$ cat src/inc/fault_flags_pkg.sv
package fault_flags_pkg;
	// Command codes of the event registers
	localparam logic [7:0] CMD_FAULT_VIEW = 8'h06;
	localparam logic [7:0] CMD_FAULT_CLEAR = 8'h07;
	localparam logic [7:0] CMD_START_VIEW = 8'h08;
	localparam logic [7:0] CMD_START_CLEAR = 8'h09;
	localparam logic [7:0] CMD_SUPPLY_VIEW = 8'h0a;
	localparam logic [7:0] CMD_SUPPLY_CLEAR = 8'h0b;
	// Reset values
	localparam logic [7:0] FAULT_RESET = 8'h00;
	localparam logic [7:0] START_RESET = 8'h00;
	localparam logic [7:0] SUPPLY_RESET = 8'h60;
	// Field positions
	localparam int HI_LSB = 4;
	localparam int LO_LSB = 0;
	localparam int SUP_THERMAL = 7;
	localparam int SUP_LOGIC_UV = 6;
	localparam int SUP_LOGIC_WARN = 5;
	localparam int SUP_POWER_UV = 4;
	localparam int SUP_SUM34 = 3;
	localparam int SUP_SUM12 = 2;
	localparam int SUP_SHUTDOWN = 1;
	localparam int SUP_MEMORY = 0;
	// Cool-down time and its cycle count at 125 MHz
	localparam int COOL_DOWN_MS = 1000;
	localparam int CLK_KHZ = 125000;
	localparam int COOL_DOWN_CYCLES = COOL_DOWN_MS * CLK_KHZ;

	// Per-channel event inputs for four channels, two two-channel port pairs
	typedef struct packed {
		logic [3:0] disconnect;
		logic [3:0] overload;
		logic [3:0] current_limit;
		logic [3:0] start_fault;
	} chan_events_s;

	typedef struct packed {
		logic thermal;
		logic logic_uv;
		logic logic_warn;
		logic power_uv;
		logic sum34;
		logic sum12;
		logic shutdown;
		logic memory;
	} supply_events_s;

	typedef struct packed {
		logic valid;
		logic [7:0] cmd;
	} read_req_s;
endpackage

$ cat src/poe_fault_event_flags.sv
`timescale 1ns/100ps
// How it works
// - Disconnect/overload flags read at 06h, read-and-clear at 07h.
// - Current-limit/start flags read at 08h, read-and-clear at 09h.
// - Supply/fault flags read at 0Ah, read-and-clear at 0Bh.
// - Both aliases return same byte; only clear alias zeroes it.
// - Per-channel flags clear when that channel switches off.
// - Any set bit feeds interrupt summary; interrupt releases once clear reads leave all three registers zero.
// - Bits 7-4 disconnect ch4..1, bits 3-0 overload timeout; reset zero.
// - Four-pair ports set disconnect and overload flags per channel.
// - Single-signature disconnect sets both channels; dual-signature separate.
// - Host may re-power a dropped dual-signature channel via power-on bit.
// - Overload cutoff disabled keeps channel on, still flags after timeout.
// - Clearing overload flags leaves limit and overload timers untouched.
// - Bits 7-4 current-limit timeout, bits 3-0 start or discovery error.
// - Four-pair ports update limit and start flags per channel.
// - Start fault plus enable-change means inrush; else host reads 24h.
// - Autonomous mode suppresses start flags from invalid discovery.
// - Host may re-power a dual-signature channel after limit/start fault.
// - Class 6 or less single-signature: inrush on even channel only, then both marked power good.
// - Class 6 or less start fault: both off, cool-down, both flags.
// - Class 7-8: parallel inrush; any fault stops both, both flags set.
// - Dual-signature channels run inrush independently.
// - Supply register: thermal, logic UV, warn, power UV, sums, shutdown, memory.
// - Thermal shutdown turns every channel off.
module poe_fault_event_flags #(
	parameter int COOL_CYCLES = fault_flags_pkg::COOL_DOWN_CYCLES
) (
	// Clock and reset
	input wire logic clk_sys,
	input wire logic rst_b,
	// Register read from the serial command decoder
	input wire fault_flags_pkg::read_req_s read_req,
	output logic [7:0] read_data,
	output logic read_valid,
	// Channel events, from same-clock supervisor logic
	input wire fault_flags_pkg::chan_events_s events,
	input wire fault_flags_pkg::supply_events_s supply_events,
	input wire logic autonomous_mode,
	input wire logic [3:0] discovery_invalid,
	// Channel state and four-pair inrush control
	input wire logic [3:0] channel_on,
	input wire logic [1:0] four_pair,
	input wire logic [1:0] single_signature,
	input wire logic [1:0] high_class,
	input wire logic [1:0] inrush_start,
	input wire logic [3:0] inrush_fault,
	output logic [3:0] channel_force_off,
	output logic [3:0] cool_down,
	output logic [3:0] power_good_flags,
	// Interrupt summary and pin
	output logic [2:0] event_summary,
	output logic int_b
);
	logic rst_meta_b;
	logic rst_sync_b;
	logic [7:0] fault_flags;
	logic [7:0] start_flags;
	logic [7:0] supply_flags;
	logic [3:0] disc_set;
	logic [3:0] start_set;
	logic [3:0] chan_off_edge;
	logic [3:0] channel_on_q;
	logic [3:0] inrush_stop;
	logic [3:0] inrush_ok;
	logic [3:0] inrush_active;
	logic [1:0] inrush_wait;
	logic [31:0] cool_count [4];
	logic clr_fault;
	logic clr_start;
	logic clr_supply;

	always_ff @(posedge clk_sys or negedge rst_b) begin
		if (!rst_b) begin
			rst_meta_b <= 1'b0;
			rst_sync_b <= 1'b0;
		end else begin
			rst_meta_b <= 1'b1;
			rst_sync_b <= rst_meta_b;
		end
	end

	// Clear strobes on the read-and-clear aliases
	assign clr_fault = read_req.valid && read_req.cmd == fault_flags_pkg::CMD_FAULT_CLEAR;
	assign clr_start = read_req.valid && read_req.cmd == fault_flags_pkg::CMD_START_CLEAR;
	assign clr_supply = read_req.valid && read_req.cmd == fault_flags_pkg::CMD_SUPPLY_CLEAR;

	// Channel turning off, including forced shutdowns
	assign chan_off_edge = channel_on_q & ~channel_on;

	// Spread a flag to both channels of each shared pair
	function automatic logic [3:0] pair_mirror(input logic [3:0] v, input logic [1:0] share);
		logic [3:0] r;
		r = v;
		if (share[0]) begin
			r[1:0] = {2{v[0] | v[1]}};
		end
		if (share[1]) begin
			r[3:2] = {2{v[2] | v[3]}};
		end
		return r;
	endfunction

	// Single-signature disconnect marks both channels
	assign disc_set = pair_mirror(events.disconnect, four_pair & single_signature);

	// Start flags: no report for invalid discovery in autonomous mode
	always_comb begin
		start_set = events.start_fault;
		if (autonomous_mode) begin
			start_set = start_set & ~discovery_invalid;
		end
		start_set = start_set | pair_mirror(inrush_stop, four_pair & single_signature);
	end

	always_ff @(posedge clk_sys or negedge rst_sync_b) begin
		if (!rst_sync_b) begin
			channel_on_q <= 4'h0;
		end else begin
			channel_on_q <= channel_on;
		end
	end

	// Sets win over both clears; overload timers live outside and are never touched
	always_ff @(posedge clk_sys or negedge rst_sync_b) begin
		if (!rst_sync_b) begin
			fault_flags <= fault_flags_pkg::FAULT_RESET;
		end else begin
			fault_flags <= ((clr_fault ? 8'h00 : fault_flags) & ~{chan_off_edge, chan_off_edge})
				| {disc_set, events.overload};
		end
	end

	always_ff @(posedge clk_sys or negedge rst_sync_b) begin
		if (!rst_sync_b) begin
			start_flags <= fault_flags_pkg::START_RESET;
		end else begin
			start_flags <= ((clr_start ? 8'h00 : start_flags) & ~{chan_off_edge, chan_off_edge})
				| {events.current_limit, start_set};
		end
	end

	always_ff @(posedge clk_sys or negedge rst_sync_b) begin
		if (!rst_sync_b) begin
			supply_flags <= fault_flags_pkg::SUPPLY_RESET;
		end else begin
			supply_flags <= (clr_supply ? 8'h00 : supply_flags) | supply_events;
		end
	end

	// Flag set, clear and channel-off behaviour
	chk_start_clear: assert property (@(posedge clk_sys) disable iff (!rst_sync_b)
		clr_start && events == '0 && inrush_stop == 4'h0 && chan_off_edge == 4'h0
		|=> start_flags == 8'h00)
		else $error("start flags not cleared");

	chk_supply_clear: assert property (@(posedge clk_sys) disable iff (!rst_sync_b)
		clr_supply && supply_events == '0 |=> supply_flags == 8'h00)
		else $error("supply flags not cleared");

	chk_fault_keeps: assert property (@(posedge clk_sys) disable iff (!rst_sync_b)
		read_req.valid && read_req.cmd == fault_flags_pkg::CMD_FAULT_VIEW && events == '0
		&& chan_off_edge == 4'h0 |=> fault_flags == $past(fault_flags))
		else $error("fault view read changed flags");

	chk_overload_set: assert property (@(posedge clk_sys) disable iff (!rst_sync_b)
		events.overload[2] |=> fault_flags[2])
		else $error("overload flag not set");

	chk_limit_set: assert property (@(posedge clk_sys) disable iff (!rst_sync_b)
		events.current_limit[3] |=> start_flags[7])
		else $error("current limit flag not set");

	chk_thermal_flag: assert property (@(posedge clk_sys) disable iff (!rst_sync_b)
		supply_events.thermal |=> supply_flags[fault_flags_pkg::SUP_THERMAL])
		else $error("thermal flag not set");

	chk_off_start: assert property (@(posedge clk_sys) disable iff (!rst_sync_b)
		chan_off_edge[3] && !events.current_limit[3] && !start_set[3]
		|=> !start_flags[7] && !start_flags[3])
		else $error("start flags kept after channel off");

	chk_dual_disc: assert property (@(posedge clk_sys) disable iff (!rst_sync_b)
		four_pair[1] && !single_signature[1] && events.disconnect[2] && !events.disconnect[3]
		&& !fault_flags[7] |=> fault_flags[6] && !fault_flags[7])
		else $error("dual signature disconnect spread");

	chk_ss_disc_hi: assert property (@(posedge clk_sys) disable iff (!rst_sync_b)
		four_pair[1] && single_signature[1] && events.disconnect[3]
		|=> fault_flags[7:6] == 2'b11)
		else $error("single signature disconnect one bit");

	chk_two_pair_disc: assert property (@(posedge clk_sys) disable iff (!rst_sync_b)
		!four_pair[0] && events.disconnect[0] && !events.disconnect[1] && !fault_flags[5]
		|=> !fault_flags[5])
		else $error("two-pair disconnect spread");

	chk_int_release: assert property (@(posedge clk_sys) disable iff (!rst_sync_b)
		clr_fault && start_flags == 8'h00 && supply_flags == 8'h00 && events == '0
		&& supply_events == '0 && chan_off_edge == 4'h0 |=> int_b)
		else $error("clear read kept interrupt");

	// Read data returns the value held before any clear, and stands until the next request
	always_ff @(posedge clk_sys or negedge rst_sync_b) begin
		if (!rst_sync_b) begin
			read_data <= 8'h00;
			read_valid <= 1'b0;
		end else begin
			read_valid <= read_req.valid;
			if (read_req.valid) begin
				unique case (read_req.cmd)
					fault_flags_pkg::CMD_FAULT_VIEW, fault_flags_pkg::CMD_FAULT_CLEAR: begin
						read_data <= fault_flags;
					end
					fault_flags_pkg::CMD_START_VIEW, fault_flags_pkg::CMD_START_CLEAR: begin
						read_data <= start_flags;
					end
					fault_flags_pkg::CMD_SUPPLY_VIEW, fault_flags_pkg::CMD_SUPPLY_CLEAR: begin
						read_data <= supply_flags;
					end
					default: begin
						read_data <= 8'h00;
					end
				endcase
			end
		end
	end

	// Read answer timing and data
	chk_read_hold: assert property (@(posedge clk_sys) disable iff (!rst_sync_b)
		!read_req.valid |=> $stable(read_data))
		else $error("read data moved without request");

	chk_valid_pulse: assert property (@(posedge clk_sys) disable iff (!rst_sync_b)
		read_req.valid |=> read_valid)
		else $error("read answer missing");

	chk_unmapped_zero: assert property (@(posedge clk_sys) disable iff (!rst_sync_b)
		read_req.valid && (read_req.cmd < fault_flags_pkg::CMD_FAULT_VIEW
		|| read_req.cmd > fault_flags_pkg::CMD_SUPPLY_CLEAR) |=> read_data == 8'h00)
		else $error("unmapped read returned data");

	chk_start_data: assert property (@(posedge clk_sys) disable iff (!rst_sync_b)
		clr_start |=> read_data == $past(start_flags))
		else $error("start clear read wrong data");

	chk_supply_data: assert property (@(posedge clk_sys) disable iff (!rst_sync_b)
		clr_supply |=> read_data == $past(supply_flags))
		else $error("supply clear read wrong data");

	chk_view_data: assert property (@(posedge clk_sys) disable iff (!rst_sync_b)
		read_req.valid && read_req.cmd == fault_flags_pkg::CMD_FAULT_VIEW
		|=> read_data == $past(fault_flags))
		else $error("view read wrong data");

	assign event_summary = {|supply_flags, |start_flags, |fault_flags};
	assign int_b = ~|event_summary;

	// Inrush sequencing per four-pair port; even channel is primary
	always_comb begin
		inrush_stop = 4'h0;
		inrush_ok = 4'h0;
		for (int p = 0; p < 2; p++) begin
			if (four_pair[p] && single_signature[p] && inrush_active[2*p]) begin
				if (|inrush_fault[2*p +: 2]) begin
					inrush_stop[2*p +: 2] = 2'b11;
				end else if (inrush_start[p] == 1'b0 && inrush_wait[p]) begin
					inrush_ok[2*p +: 2] = 2'b11;
				end
			end else begin
				// Each channel stands alone, so a dropped one can be powered again
				inrush_stop[2*p +: 2] = inrush_fault[2*p +: 2] & inrush_active[2*p +: 2];
				if (inrush_start[p] == 1'b0 && inrush_wait[p]) begin
					inrush_ok[2*p +: 2] = inrush_active[2*p +: 2] & ~inrush_fault[2*p +: 2];
				end
			end
		end
	end

	always_ff @(posedge clk_sys or negedge rst_sync_b) begin
		if (!rst_sync_b) begin
			inrush_active <= 4'h0;
			inrush_wait <= 2'b00;
			power_good_flags <= 4'h0;
			channel_force_off <= 4'h0;
		end else begin
			for (int p = 0; p < 2; p++) begin
				inrush_wait[p] <= inrush_start[p];
				if (inrush_start[p] && !inrush_wait[p]) begin
					inrush_active[2*p] <= 1'b1;
					inrush_active[2*p+1] <= !(single_signature[p] && !high_class[p]);
				end else begin
					inrush_active[2*p +: 2] <= inrush_active[2*p +: 2]
						& ~(inrush_ok[2*p +: 2] | inrush_stop[2*p +: 2]);
				end
			end
			power_good_flags <= (power_good_flags | inrush_ok) & ~inrush_stop & channel_on;
			channel_force_off <= inrush_stop | (supply_events.thermal ? 4'hf : 4'h0);
		end
	end

	// One-second cool-down after an inrush stop
	always_ff @(posedge clk_sys or negedge rst_sync_b) begin
		if (!rst_sync_b) begin
			for (int c = 0; c < 4; c++) begin
				cool_count[c] <= 32'h0;
			end
			cool_down <= 4'h0;
		end else begin
			for (int c = 0; c < 4; c++) begin
				if (inrush_stop[c]) begin
					cool_count[c] <= 32'(COOL_CYCLES);
				end else if (cool_count[c] != 32'h0) begin
					cool_count[c] <= cool_count[c] - 32'h1;
				end
				cool_down[c] <= inrush_stop[c] || cool_count[c] > 32'h1;
			end
		end
	end

	chk_clear_zeroes: assert property (@(posedge clk_sys) disable iff (!rst_sync_b)
		clr_fault && events == '0 && chan_off_edge == 4'h0 |=> fault_flags == 8'h00)
		else $error("fault flags not cleared");
	chk_view_keeps: assert property (@(posedge clk_sys) disable iff (!rst_sync_b)
		read_req.valid && read_req.cmd == fault_flags_pkg::CMD_START_VIEW && chan_off_edge == 4'h0
		&& start_set == 4'h0 && events.current_limit == 4'h0
		|=> start_flags == $past(start_flags))
		else $error("view read changed flags");
	chk_set_wins: assert property (@(posedge clk_sys) disable iff (!rst_sync_b)
		clr_supply && supply_events.memory |=> supply_flags[fault_flags_pkg::SUP_MEMORY])
		else $error("event lost on clear");
	chk_read_data: assert property (@(posedge clk_sys) disable iff (!rst_sync_b)
		clr_fault |=> read_valid && read_data == $past(fault_flags))
		else $error("clear read returned wrong data");
	chk_off_clears: assert property (@(posedge clk_sys) disable iff (!rst_sync_b)
		chan_off_edge[0] && !events.overload[0] && !disc_set[0] |=> !fault_flags[0])
		else $error("flag kept after channel off");
	chk_int_follow: assert property (@(posedge clk_sys) disable iff (!rst_sync_b)
		int_b == (fault_flags == 8'h00 && start_flags == 8'h00 && supply_flags == 8'h00))
		else $error("interrupt mismatch");
	chk_ss_disc: assert property (@(posedge clk_sys) disable iff (!rst_sync_b)
		four_pair[0] && single_signature[0] && events.disconnect[0] |=> fault_flags[5:4] == 2'b11)
		else $error("single signature disconnect one bit");
	chk_auto_start: assert property (@(posedge clk_sys) disable iff (!rst_sync_b)
		autonomous_mode && discovery_invalid[1] && !events.start_fault[1] && inrush_stop == 4'h0
		&& (clr_start || !start_flags[1]) |=> !start_flags[1])
		else $error("start flag from invalid discovery");
	chk_thermal_off: assert property (@(posedge clk_sys) disable iff (!rst_sync_b)
		supply_events.thermal |=> channel_force_off == 4'hf)
		else $error("thermal did not turn channels off");
	chk_stop_cool: assert property (@(posedge clk_sys) disable iff (!rst_sync_b)
		inrush_stop[0] |=> cool_down[0] && start_flags[0] && channel_force_off[0])
		else $error("inrush stop without cool-down");

	// Four-pair inrush sequencing
	chk_pg_ok: assert property (@(posedge clk_sys) disable iff (!rst_sync_b)
		inrush_ok[0] && channel_on[0] |=> power_good_flags[0])
		else $error("power good not set after inrush");

	chk_second_idle: assert property (@(posedge clk_sys) disable iff (!rst_sync_b)
		four_pair[0] && single_signature[0] && !high_class[0] && inrush_start[0]
		&& !inrush_wait[0] |=> !inrush_active[1])
		else $error("secondary ran inrush");

	chk_parallel: assert property (@(posedge clk_sys) disable iff (!rst_sync_b)
		four_pair[1] && single_signature[1] && high_class[1] && inrush_start[1]
		&& !inrush_wait[1] |=> inrush_active[3:2] == 2'b11)
		else $error("class 7-8 inrush not parallel");

	chk_force_stop: assert property (@(posedge clk_sys) disable iff (!rst_sync_b)
		inrush_stop[2] |=> channel_force_off[2] && cool_down[2])
		else $error("stopped channel left on");

	chk_dual_indep: assert property (@(posedge clk_sys) disable iff (!rst_sync_b)
		four_pair[0] && !single_signature[0] && inrush_stop[1] && !inrush_fault[0]
		&& !supply_events.thermal |=> !channel_force_off[0])
		else $error("dual signature partner stopped");

	chk_cool_ends: assert property (@(posedge clk_sys) disable iff (!rst_sync_b)
		cool_count[0] == 32'h1 && !inrush_stop[0] |=> !cool_down[0])
		else $error("cool-down overran");

	cov_clear_read: cover property (@(posedge clk_sys) clr_fault && fault_flags != 8'h00);
	cov_dual_ok: cover property (@(posedge clk_sys) inrush_ok[0] && !inrush_ok[1]);
	cov_inrush_ok: cover property (@(posedge clk_sys) inrush_ok[0]);
	cov_inrush_stop: cover property (@(posedge clk_sys) inrush_stop[2]);
	cov_thermal: cover property (@(posedge clk_sys) supply_events.thermal);
endmodule // poe_fault_event_flags

$ cat config.mk
export PLATFORM = sky130hd
export DESIGN_NAME = poe_fault_event_flags
export DESIGN_NICKNAME = d
export VERILOG_FILES = /design/src/inc/fault_flags_pkg.sv /design/src/poe_fault_event_flags.sv
export SDC_FILE = /design/constraint.sdc
export NUM_CORES = 1
export LEC_CHECK = 0
export BUFFER_PORTS_ARGS = -buffer_cell sky130_fd_sc_hd__buf_4
export CAP_MARGIN = 20
export CORE_UTILIZATION = 29
export CTS_CLUSTER_SIZE = 25
export DETAILED_ROUTE_END_ITERATION = 7
export SYNTH_ARGS = -nofsm -noshare
export SYNTH_HDL_FRONTEND = slang
export SYNTH_SLANG_ARGS = --single-unit
$ cat constraint.sdc
create_clock -name clk_sys -period 6.45 [get_ports clk_sys]
set_clock_uncertainty 0.1 [all_clocks]
set_input_delay 1.29 -clock clk_sys [delete_from_list [all_inputs] [get_ports clk_sys]]
set_output_delay 1.29 -clock clk_sys [all_outputs]
set_load 0.005 [all_outputs]
==> flow_summary.json, run 1 <==
{
  "outcome": "finished, final reports clean",
  "synth_area_leaders": "dfrtp_1 48%, or4_1 4.3%, or3_1 3.2%, a21oi_1 3.2%, nand2_1 2.7%",
  "slew-limit-headroom_pct": 27.0,
  "cts_buffer_depth": 2,
  "synth_xor_area_share_pct": 2.41,
  "first_iter_violations": 606,
  "routabilityCongestion": 0.794,
  "synthCells": 980,
  "cts_tree": "yes",
  "cts.sinks": 185,
  "routed_wl_mm": 24.5,
  "synth_compound_area_share_pct": 16.2,
  "grt_pass1_vias": 7744,
  "critPathSlowestCell": "nor3_1",
  "fp.dieArea_mm2": 0.0333,
  "cts_resized": 0,
  "grt_max_degree": 184,
  "drtAntennaViolNets": 0,
  "final_common_cell": "dfrtp_1",
  "grt_overflow": 0,
  "syn_avg_cell_area_um2": 9.65,
  "areaGrowthSynthToFinish_pct": 18.3,
  "cts_hold_buf": 0,
  "timing.final.max_slew_violations": 0,
  "synth_simple_gate_area_share_pct": 28.4,
  "fin_hold_ws_ns": 0.255,
  "arrival_ns": 3.67,
  "postCtsSetupBuffers": 0,
  "hold_class": "reg2reg",
  "via_per_inst": 5.37,
  "num_io_pins": 81,
  "drive_gt1_share_pct": 14.9,
  "pwr_density_cell_mw_per_mm2": 270,
  "synth.distinct_cells": 66,
  "wire_per_inst_um": 16.2,
  "endpoint_kind": "flip-flop",
  "die_h_um": 183,
  "hpwlAfterDp_mm": 16.8,
  "synth_mux_area_share_pct": 0.423,
  "grt_pass1_wl_mm": 40.6,
  "cap_violations": 0,
  "n_antenna_cell": 0,
  "final_cell_mix": "182 x dfrtp_1, 93 x buf_4, 67 x nand2_1, 64 x nor2_1, 61 x a21oi_1",
  "synthAdderAreaFrac_pct": 1.06,
  "drc": 0,
  "setup_tns_ns": 0,
  "fp.dieW_um": 183,
  "syn_nets": 1044,
  "path_buf_inv": 1,
  "synth_top_family_by_area": "simple AND/OR/NAND/NOR gates",
  "ir_drop_uv": 162,
  "vias": 8083,
  "hp-start": "rst_meta_b",
  "fmax_mhz": 290,
  "period_needed_ns": 3.45,
  "async_reset_ff_share_pct": 100,
  "grt_util_all_layers_pct": 15.3,
  "worstSetupPathType": "in2reg",
  "finalSetupViolCount": 0,
  "final_nets": 1122,
  "ctsHtreeMaxLevel": 4,
  "worstPathMaxFanout": 10,
  "worstPathCellList": "buf_4, or4_1, nor3_1, nand3_1, a31o_2",
  "start_util_pct": 29.7,
  "antenna_found_initial": 0,
  "std_cell_rows": 65,
  "firstDrtPassIters": 5,
  "worst_pin_slew_ns": 1.09,
  "r2r_start": "cool_count[58]",
  "netlist_area_mm2": 0.00946,
  "crit_path_start": "read_req[5]",
  "final_hold_viol_count": 0,
  "cts_root_buf": "clkbuf_16",
  "synth_top_cell_area_share_pct": 48.4,
  "worstPathRequired_ns": 6.68,
  "power_leakage_nw": 4.07,
  "instances_no_fill": 1506,
  "synth.yosys.warnings": 0,
  "fin_crit_sh_pct": 53.4,
  "dp_cells": 1472,
  "grt_setup_unrepaired": "no",
  "core-area_mm2": 0.0318,
  "ys_seq_area_share_pct": 49.0,
  "clk_pin_slew_ns": 0.07,
  "worst_path_dominant_cell_family": "simple AND/OR/NAND/NOR gates",
  "synth_seq_cells": 185,
  "ys_dominant_reg_cell": "dfrtp_1",
  "slowest_delay_ns": 0.82,
  "yosysTopAreaCell": "dfrtp_1",
  "clk_latency_ns": 0.44,
  "start_kind": "input pin",
  "cts_buffers": 17,
  "synth_enable_flop_cells": 0,
  "io_buffers": 80
}
==> power by group <==
part,leakage (nW),switching (mW),internal (mW)
logic,1.65,0.290,0.222
registers,2.12,0.136,1.28
clock network,0.289,0.466,0.631
total,4.07,0.892,2.13
==> worst paths after layout <==
| kind | cells after the start | slack [ns] | end |
|---|---|---|---|
| worst min register to register | 0 | 0.25 | rst_sync_b |
| worst max register to register | 6 | 3.29 | cool_count[53] |
| max in group asynchronous | 1 | 5.04 | channel_force_off[2] |
| worst max-delay path | 5 | 3.00 | fault_flags[1] |
| min in group asynchronous | 1 | 0.34 | channel_force_off[1] |
| worst min-delay path | 0 | 0.25 | rst_sync_b |
==> synth_stat cells, types with 9 or more instances <==
master,count
or3_1,49
nand2b_1,19
o22ai_1,10
nor4_1,34
o31ai_1,33
nor3_1,41
dfrtp_1,183
nand3_1,44
a21oi_1,61
a21o_1,9
a31o_2,10
inv_1,21
o41ai_1,9
xnor2_1,13
nand2_1,67
xor2_1,13
o211ai_1,12
clkbuf_1,26
a31oi_1,10
nand4_1,18
or4_1,54
o21ai_0,43
and4_1,14
nor2_1,64
==> state kept, by name, indices dropped and copies added (netlist names), 4 cells and up <==
register	count
channel_force_off	4
inrush_active	4
power_good_flags	4
channel_on_q	4
start_flags	8
fault_flags	8
supply_flags	8
read_data	8
cool_count	128
cool_down	4
==> metrics by stage <==
step	power, mW	worst slack [ns]	area (µm²)	utilization (%)
finish	3.02	3.00	11200	35.2
floorplan	1.77	0.817	9460	-
CTS	3.06	3.06	11200	35.1
global route	3.20	2.87	11200	35.2
global placement	1.93	2.67	10600	33.2
detailed placement	1.95	2.61	10600	33.2
==> layout make-up <==
cell class	count	area, µm²
multi-input combinational	737	4590
clock inverter	11	145
timing repair buffer	96	727
tap	435	544
fill	3172	20600
clock buffer	21	460
inverter	21	78.8
sequential	185	4640
==> per-layer routing <==
metal | track usage (%) | vias up | part of all wire [%]
met5 | 0 | - | 0
met4 | 4.47 | 0 | 1.3
met3 | 2.89 | 16 | 3.6
met2 | 23.9 | 133 | 46
met1 | 21.4 | 3993 | 49
li1 | - | 3941 | -
==> cell families after synthesis <==
family | count (synthesis)
flip-flops | 185
AND/OR/NAND/NOR | 465
multiplexers | 4
buffers and inverters | 58
adder cells (fa/ha/maj) | 8
XOR/XNOR | 26
AO/OA/AOI/OAI | 233
other | 1
Note: power is estimated with default switching activity, not from simulation.
==> run 2: changes to the inputs <==
==> constraint.sdc (replaced) <==
create_clock -name clk_sys -period 3.2 [get_ports clk_sys]
set_clock_uncertainty 0.1 [all_clocks]
set_input_delay 0.64 -clock clk_sys [delete_from_list [all_inputs] [get_ports clk_sys]]
set_output_delay 0.64 -clock clk_sys [all_outputs]
set_load 0.005 [all_outputs]
==> flow_summary.json, run 2 (synthesis gave the netlist of run 1 again) <==
{
  "power_leakage_nw": 4.22,
  "fp.dieArea_mm2": 0.0333,
  "fmax_mhz": 339,
  "antenna_found_initial": 0,
  "worstSetupPathType": "reg2reg",
  "via_per_inst": 5.33,
  "final_hold_viol_count": 0,
  "pwr_density_cell_mw_per_mm2": 548,
  "regToRegEndpoint": "cool_count[59]",
  "worstPathCellList": "or4_4, or4_1, or4_1, or4_1, a21oi_1",
  "fin_crit_sh_pct": 92.3,
  "worstPathRequired_ns": 3.46,
  "cts_root_buf": "clkbuf_16",
  "cap_violations": 0,
  "std_cell_rows": 65,
  "slowest_delay_ns": 0.67,
  "worst_pin_slew_ns": 0.826,
  "die_h_um": 183,
  "worstPathMaxFanout": 7,
  "grt_pass1_wl_mm": 40.8,
  "period_needed_ns": 2.95,
  "grt_util_all_layers_pct": 15.5,
  "start_kind": "flip-flop",
  "routed_wl_mm": 25.0,
  "ff2ff_setup_slack_ns": 0.25,
  "largest_register_ffs": 128,
  "endpoint_kind": "flip-flop",
  "hold_class": "reg2async",
  "grt_max_degree": 92,
  "r2r_start": "cool_count[36]",
  "finalSetupViolCount": 0,
  "io_buffers": 80,
  "cpMostUsedCell": "or4_1",
  "routabilityCongestion": 0.813,
  "start_util_pct": 29.7,
  "drtAntennaViolNets": 0,
  "grt_overflow": 0,
  "core-area_mm2": 0.0318,
  "cts_resized": 0,
  "grt_pass1_vias": 7646,
  "path_buf_inv": 0,
  "clk_latency_ns": 0.44,
  "num_io_pins": 81,
  "ctsHtreeMaxLevel": 4,
  "cts_buffers": 17,
  "first_iter_violations": 473,
  "n_antenna_cell": 0,
  "outcome": "finished, final reports clean",
  "dp_cells": 1500,
  "slew-limit-headroom_pct": 44.8,
  "fill_cells": 3224,
  "ir_drop_uv": 409,
  "cts_buffer_depth": 2,
  "final_common_cell": "dfrtp_1",
  "timing.final.max_slew_violations": 0,
  "wire_per_inst_um": 16.3,
  "clk_pin_slew_ns": 0.08,
  "instances_no_fill": 1533,
  "rr_worst_depth": 5,
  "final_nets": 1149,
  "areaGrowthSynthToFinish_pct": 21.0,
  "largest_register": "cool_count",
  "grt_setup_unrepaired": "no",
  "cts_tree": "yes",
  "vias": 8176,
  "critPathSlowestCell": "or4_1",
  "firstDrtPassIters": 6,
  "final_cell_mix": "182 x dfrtp_1, 120 x buf_4, 67 x nand2_1, 64 x nor2_1, 61 x a21oi_1",
  "drc": 0,
  "setup_tns_ns": 0,
  "worst_path_dominant_cell_family": "simple AND/OR/NAND/NOR gates",
  "hpwlAfterDp_mm": 17.7,
  "cts.sinks": 185,
  "fp.dieW_um": 183,
  "arrival_ns": 3.21,
  "drive_gt1_share_pct": 17.2
}
run 2: cell types whose count changed in the layout (fill, tap and decap cells not counted), sizes merged:
cell         before  now
buf              94  122
clkbuf           23   17
inv              22   26
bufinv            3    4
clkinv            4    3
dlygate4sd3       0    1
run 2: worst max-delay path by stage:
stage | from | cells after the start | end
CTS | cool_count[36] | 5 | cool_count[61]
global route | cool_count[0] | 7 | cool_count[25]
detailed placement | cool_count[36] | 5 | cool_count[61]
floorplan | rst_sync_b | 0 | channel_force_off[0]
finish | cool_count[36] | 5 | cool_count[59]
global placement | cool_count[36] | 5 | cool_count[61]
run 2: repair_timing:
item | CTS | global route
setup buffers | 0 | 0
endpoints found under the hold margin | 2 | 0
hold buffers | 1 | 0
run 2: through the flow:
step / setup slack, ns / total power [mW] / utilization [%] / cell area (µm²) / hold WS (ns)
floorplan: 0.0491 / 3.57 / - / 9460 / 0.231
CTS: 0.256 / 6.32 / 36.0 / 11400 / 0.163
global route: 0.000897 / 6.60 / 36.0 / 11400 / 0.186
detailed placement: 0.286 / 3.98 / 33.9 / 10800 / 0.151
finish: 0.247 / 6.26 / 36.0 / 11400 / 0.144
global placement: 0.289 / 3.95 / 33.9 / 10800 / 0.151
run 2: routing by layer:
layer	routed length, µm	global-route usage [%]
met5	0	0
met3	956	3.19
met2	11500	24.6
met4	278	3.97
met1	12300	21.3
run 2: cell type report:
| class | instances | area (µm²) | area share (%) |
|---|---|---|---|
| clock buffers | 17 | 425 | 3.72 |
| multi-input cells | 737 | 4590 | 40.1 |
| clock inverters | 15 | 213 | 1.86 |
| well taps | 435 | 544 | 4.76 |
| repair buffers | 123 | 951 | 8.31 |
| flip-flops and latches | 185 | 4640 | 40.5 |
| inverters | 21 | 78.8 | 0.689 |
run 2: power breakdown:
part / internal [mW] / switching, mW / leakage [nW] / total [mW]
clock network: 1.33 / 0.997 / 0.301 / 2.32
logic: 0.486 / 0.598 / 1.80 / 1.08
registers: 2.58 / 0.282 / 2.12 / 2.86
==> run 3: changes to the inputs <==
--- a/config.mk
+++ b/config.mk
@@ -5,6 +5,7 @@
 export SDC_FILE = /design/constraint.sdc
 export NUM_CORES = 1
 export LEC_CHECK = 0
+export ABC_AREA = 1
 export BUFFER_PORTS_ARGS = -buffer_cell sky130_fd_sc_hd__buf_4
 export CAP_MARGIN = 20
 export CORE_UTILIZATION = 29
==> flow_summary.json, run 3 <==
{
  "hpwlAfterDp_mm": 21.5,
  "cts_root_buf": "clkbuf_16",
  "synth_common_cells": "328 x nand2_1, 316 x nor2_1, 183 x dfrtp_1",
  "hp-start": "inrush_start[1]",
  "worstPathRequired_ns": 2.46,
  "ys_seq_area_share_pct": 43.6,
  "pwr_density_cell_mw_per_mm2": 505,
  "areaGrowthSynthToFinish_pct": 16.5,
  "vias": 9604,
  "synth_top_cell_area_share_pct": 43.2,
  "instances_no_fill": 2020,
  "grt_pass1_vias": 9449,
  "slowest_delay_ns": 0.43,
  "synth_most_common_cell": "nand2_1",
  "finalSetupViolCount": 0,
  "drive_gt1_share_pct": 13.3,
  "start_util_pct": 29.6,
  "start_kind": "flip-flop",
  "postCtsSetupBuffers": 0,
  "synth_area_leaders": "dfrtp_1 43%, nand2_1 12%, nor2_1 11%, nand3_1 6.2%, inv_1 5.5%",
  "setup_tns_ns": 0,
  "clk_pin_slew_ns": 0.08,
  "rr_worst_depth": 9,
  "fmax_mhz": 393,
  "synth_enable_flop_cells": 0,
  "antenna_found_initial": 0,
  "ctsHtreeMaxLevel": 4,
  "routed_wl_mm": 28.3,
  "netlist_area_mm2": 0.0106,
  "io_buffers": 80,
  "yosysTopAreaCell": "dfrtp_1",
  "arrival_ns": 1.81,
  "syn_avg_cell_area_um2": 7.30,
  "cp_num_cells": 4,
  "grt_max_degree": 59,
  "power_leakage_nw": 5.73,
  "wire_per_inst_um": 14.0,
  "ff2ff_setup_slack_ns": 0.96,
  "synth.distinct_cells": 49,
  "synthCells": 1454,
  "final_cell_mix": "328 x nand2_1, 316 x nor2_1, 182 x dfrtp_1, 155 x inv_1, 131 x nand3_1",
  "hold_class": "in2reg",
  "worstPathMaxFanout": 3,
  "via_per_inst": 4.75,
  "crit_path_start": "start_flags[3]",
  "fp.dieW_um": 193,
  "synth_seq_cells": 185,
  "r2r_start": "cool_count[96]",
  "ir_drop_uv": 398,
  "cap_violations": 0,
  "final_hold_viol_count": 0,
  "regToRegEndpoint": "cool_count[115]",
  "worst_path_dominant_cell_family": "simple AND/OR/NAND/NOR gates",
  "die_h_um": 193,
  "fin_hold_ws_ns": 0.191,
  "worstSetupPathType": "reg2out",
  "endpoint_kind": "output port",
  "cts.sinks": 185,
  "violations": "design-rule violations",
  "drtAntennaViolNets": 0,
  "grt_setup_unrepaired": "no",
  "slew-limit-headroom_pct": 46.8,
  "cts_hold_buf": 1,
  "min_path_cells": 1,
  "final_common_cell": "nand2_1",
  "grt_overflow": 0,
  "path_buf_inv": 1,
  "dp_cells": 1987,
  "crit_path_end": "int_b",
  "fin_crit_sh_pct": 79.6,
  "cts_buffers": 17,
  "cts_tree": "yes",
  "finalPower_mw": 6.24,
  "worstPathCellList": "nor4_1, nand2_1, nor3_1, buf_4",
  "std_cell_rows": 69,
  "largest_register": "cool_count",
  "largest_register_ffs": 128,
  "firstDrtPassIters": 7,
  "first_iter_violations": 666,
  "synth.yosys.warnings": 0,
  "clk_latency_ns": 0.47,
  "final_nets": 1610,
  "grt_pass1_wl_mm": 47.7,
  "n_antenna_cell": 0,
  "cts_buffer_depth": 2,
  "syn_nets": 1518,
  "core-area_mm2": 0.0358,
  "num_io_pins": 81,
  "cts_resized": 0,
  "routabilityCongestion": 0.917,
  "async_reset_ff_share_pct": 100,
  "ys_dominant_reg_cell": "dfrtp_1",
  "worst_pin_slew_ns": 0.798,
  "fill_cells": 3768,
  "timing.final.max_slew_violations": 0,
  "fp.dieArea_mm2": 0.0374,
  "outcome": "complete, but fails checks",
  "period_needed_ns": 2.55,
  "critPathSlowestCell": "dfrtp_1",
  "drc": 11,
  "grt_util_all_layers_pct": 15.7
}
run 3: how the worst min path moves through the flow:
stage / to / slack [ns]
after floorplan: rst_sync_b / 0.23
after global placement: rst_sync_b / 0.24
after detailed placement: rst_sync_b / 0.24
after CTS: inrush_wait[1] / 0.17
after global routing: inrush_wait[1] / 0.18
final: inrush_wait[1] / 0.19
run 3: layer usage:
layer  share of wire (%)  routed length [µm]  track usage [%]  up-vias
li1                    -                   -                -     4808
met1                  49               13800             21.5     4557
met2                  45               12700             24.7      210
met3                 4.6                1290             2.95       29
met4                 1.7                 493             5.84        0
met5                   0                   0                0        -
run 3: worst register-to-register path: stages (launching register included):
cell	delay (ns)
dfrtp_1	0.38
inv_1	0.12
ha_1	0.29
nand2_2	0.15
nor2_4	0.18
nand2_4	0.08
nor2_4	0.32
nand2_2	0.25
inv_4	0.18
nor2_1	0.07
run 3: area by class of cell:
cell class	count	area (µm²)	share of cell area (%)
well taps	461	577	4.67
clock buffers	18	429	3.47
multi-input cells	1080	5220	42.2
clock inverters	14	154	1.24
flip-flops and latches	185	4640	37.5
repair buffers	89	696	5.63
inverters	173	656	5.30
run 3: logic make-up (layout without fill, tap and decap cells):
kind of cell	count (synthesis)	in the layout	synth area share [%]
other	1	1	0.0353
DFF	185	185	43.6
buffers and inverters	189	294	7.20
xor gates and xnor gates	31	31	2.56
and+or+nand+nor	911	911	37.8
adders and majority gates	8	8	0.943
AOI/OAI and AO/OA	129	129	7.78
run 3: power breakdown:
part / internal, mW / switching (mW)
sequential: 2.55 / 0.208
combinational: 0.464 / 0.841
clock: 1.11 / 1.07
run 3: through the flow:
step	cell area [µm²]	utilization [%]	worst slack, ns
6_report	12400	34.5	0.654
5_1_grt	12400	34.5	0.594
3_3_place_gp	11800	32.9	0.965
3_5_place_dp	11800	32.9	0.904
4_1_cts	12400	34.5	0.624
2_1_floorplan	10600	-	0.0491
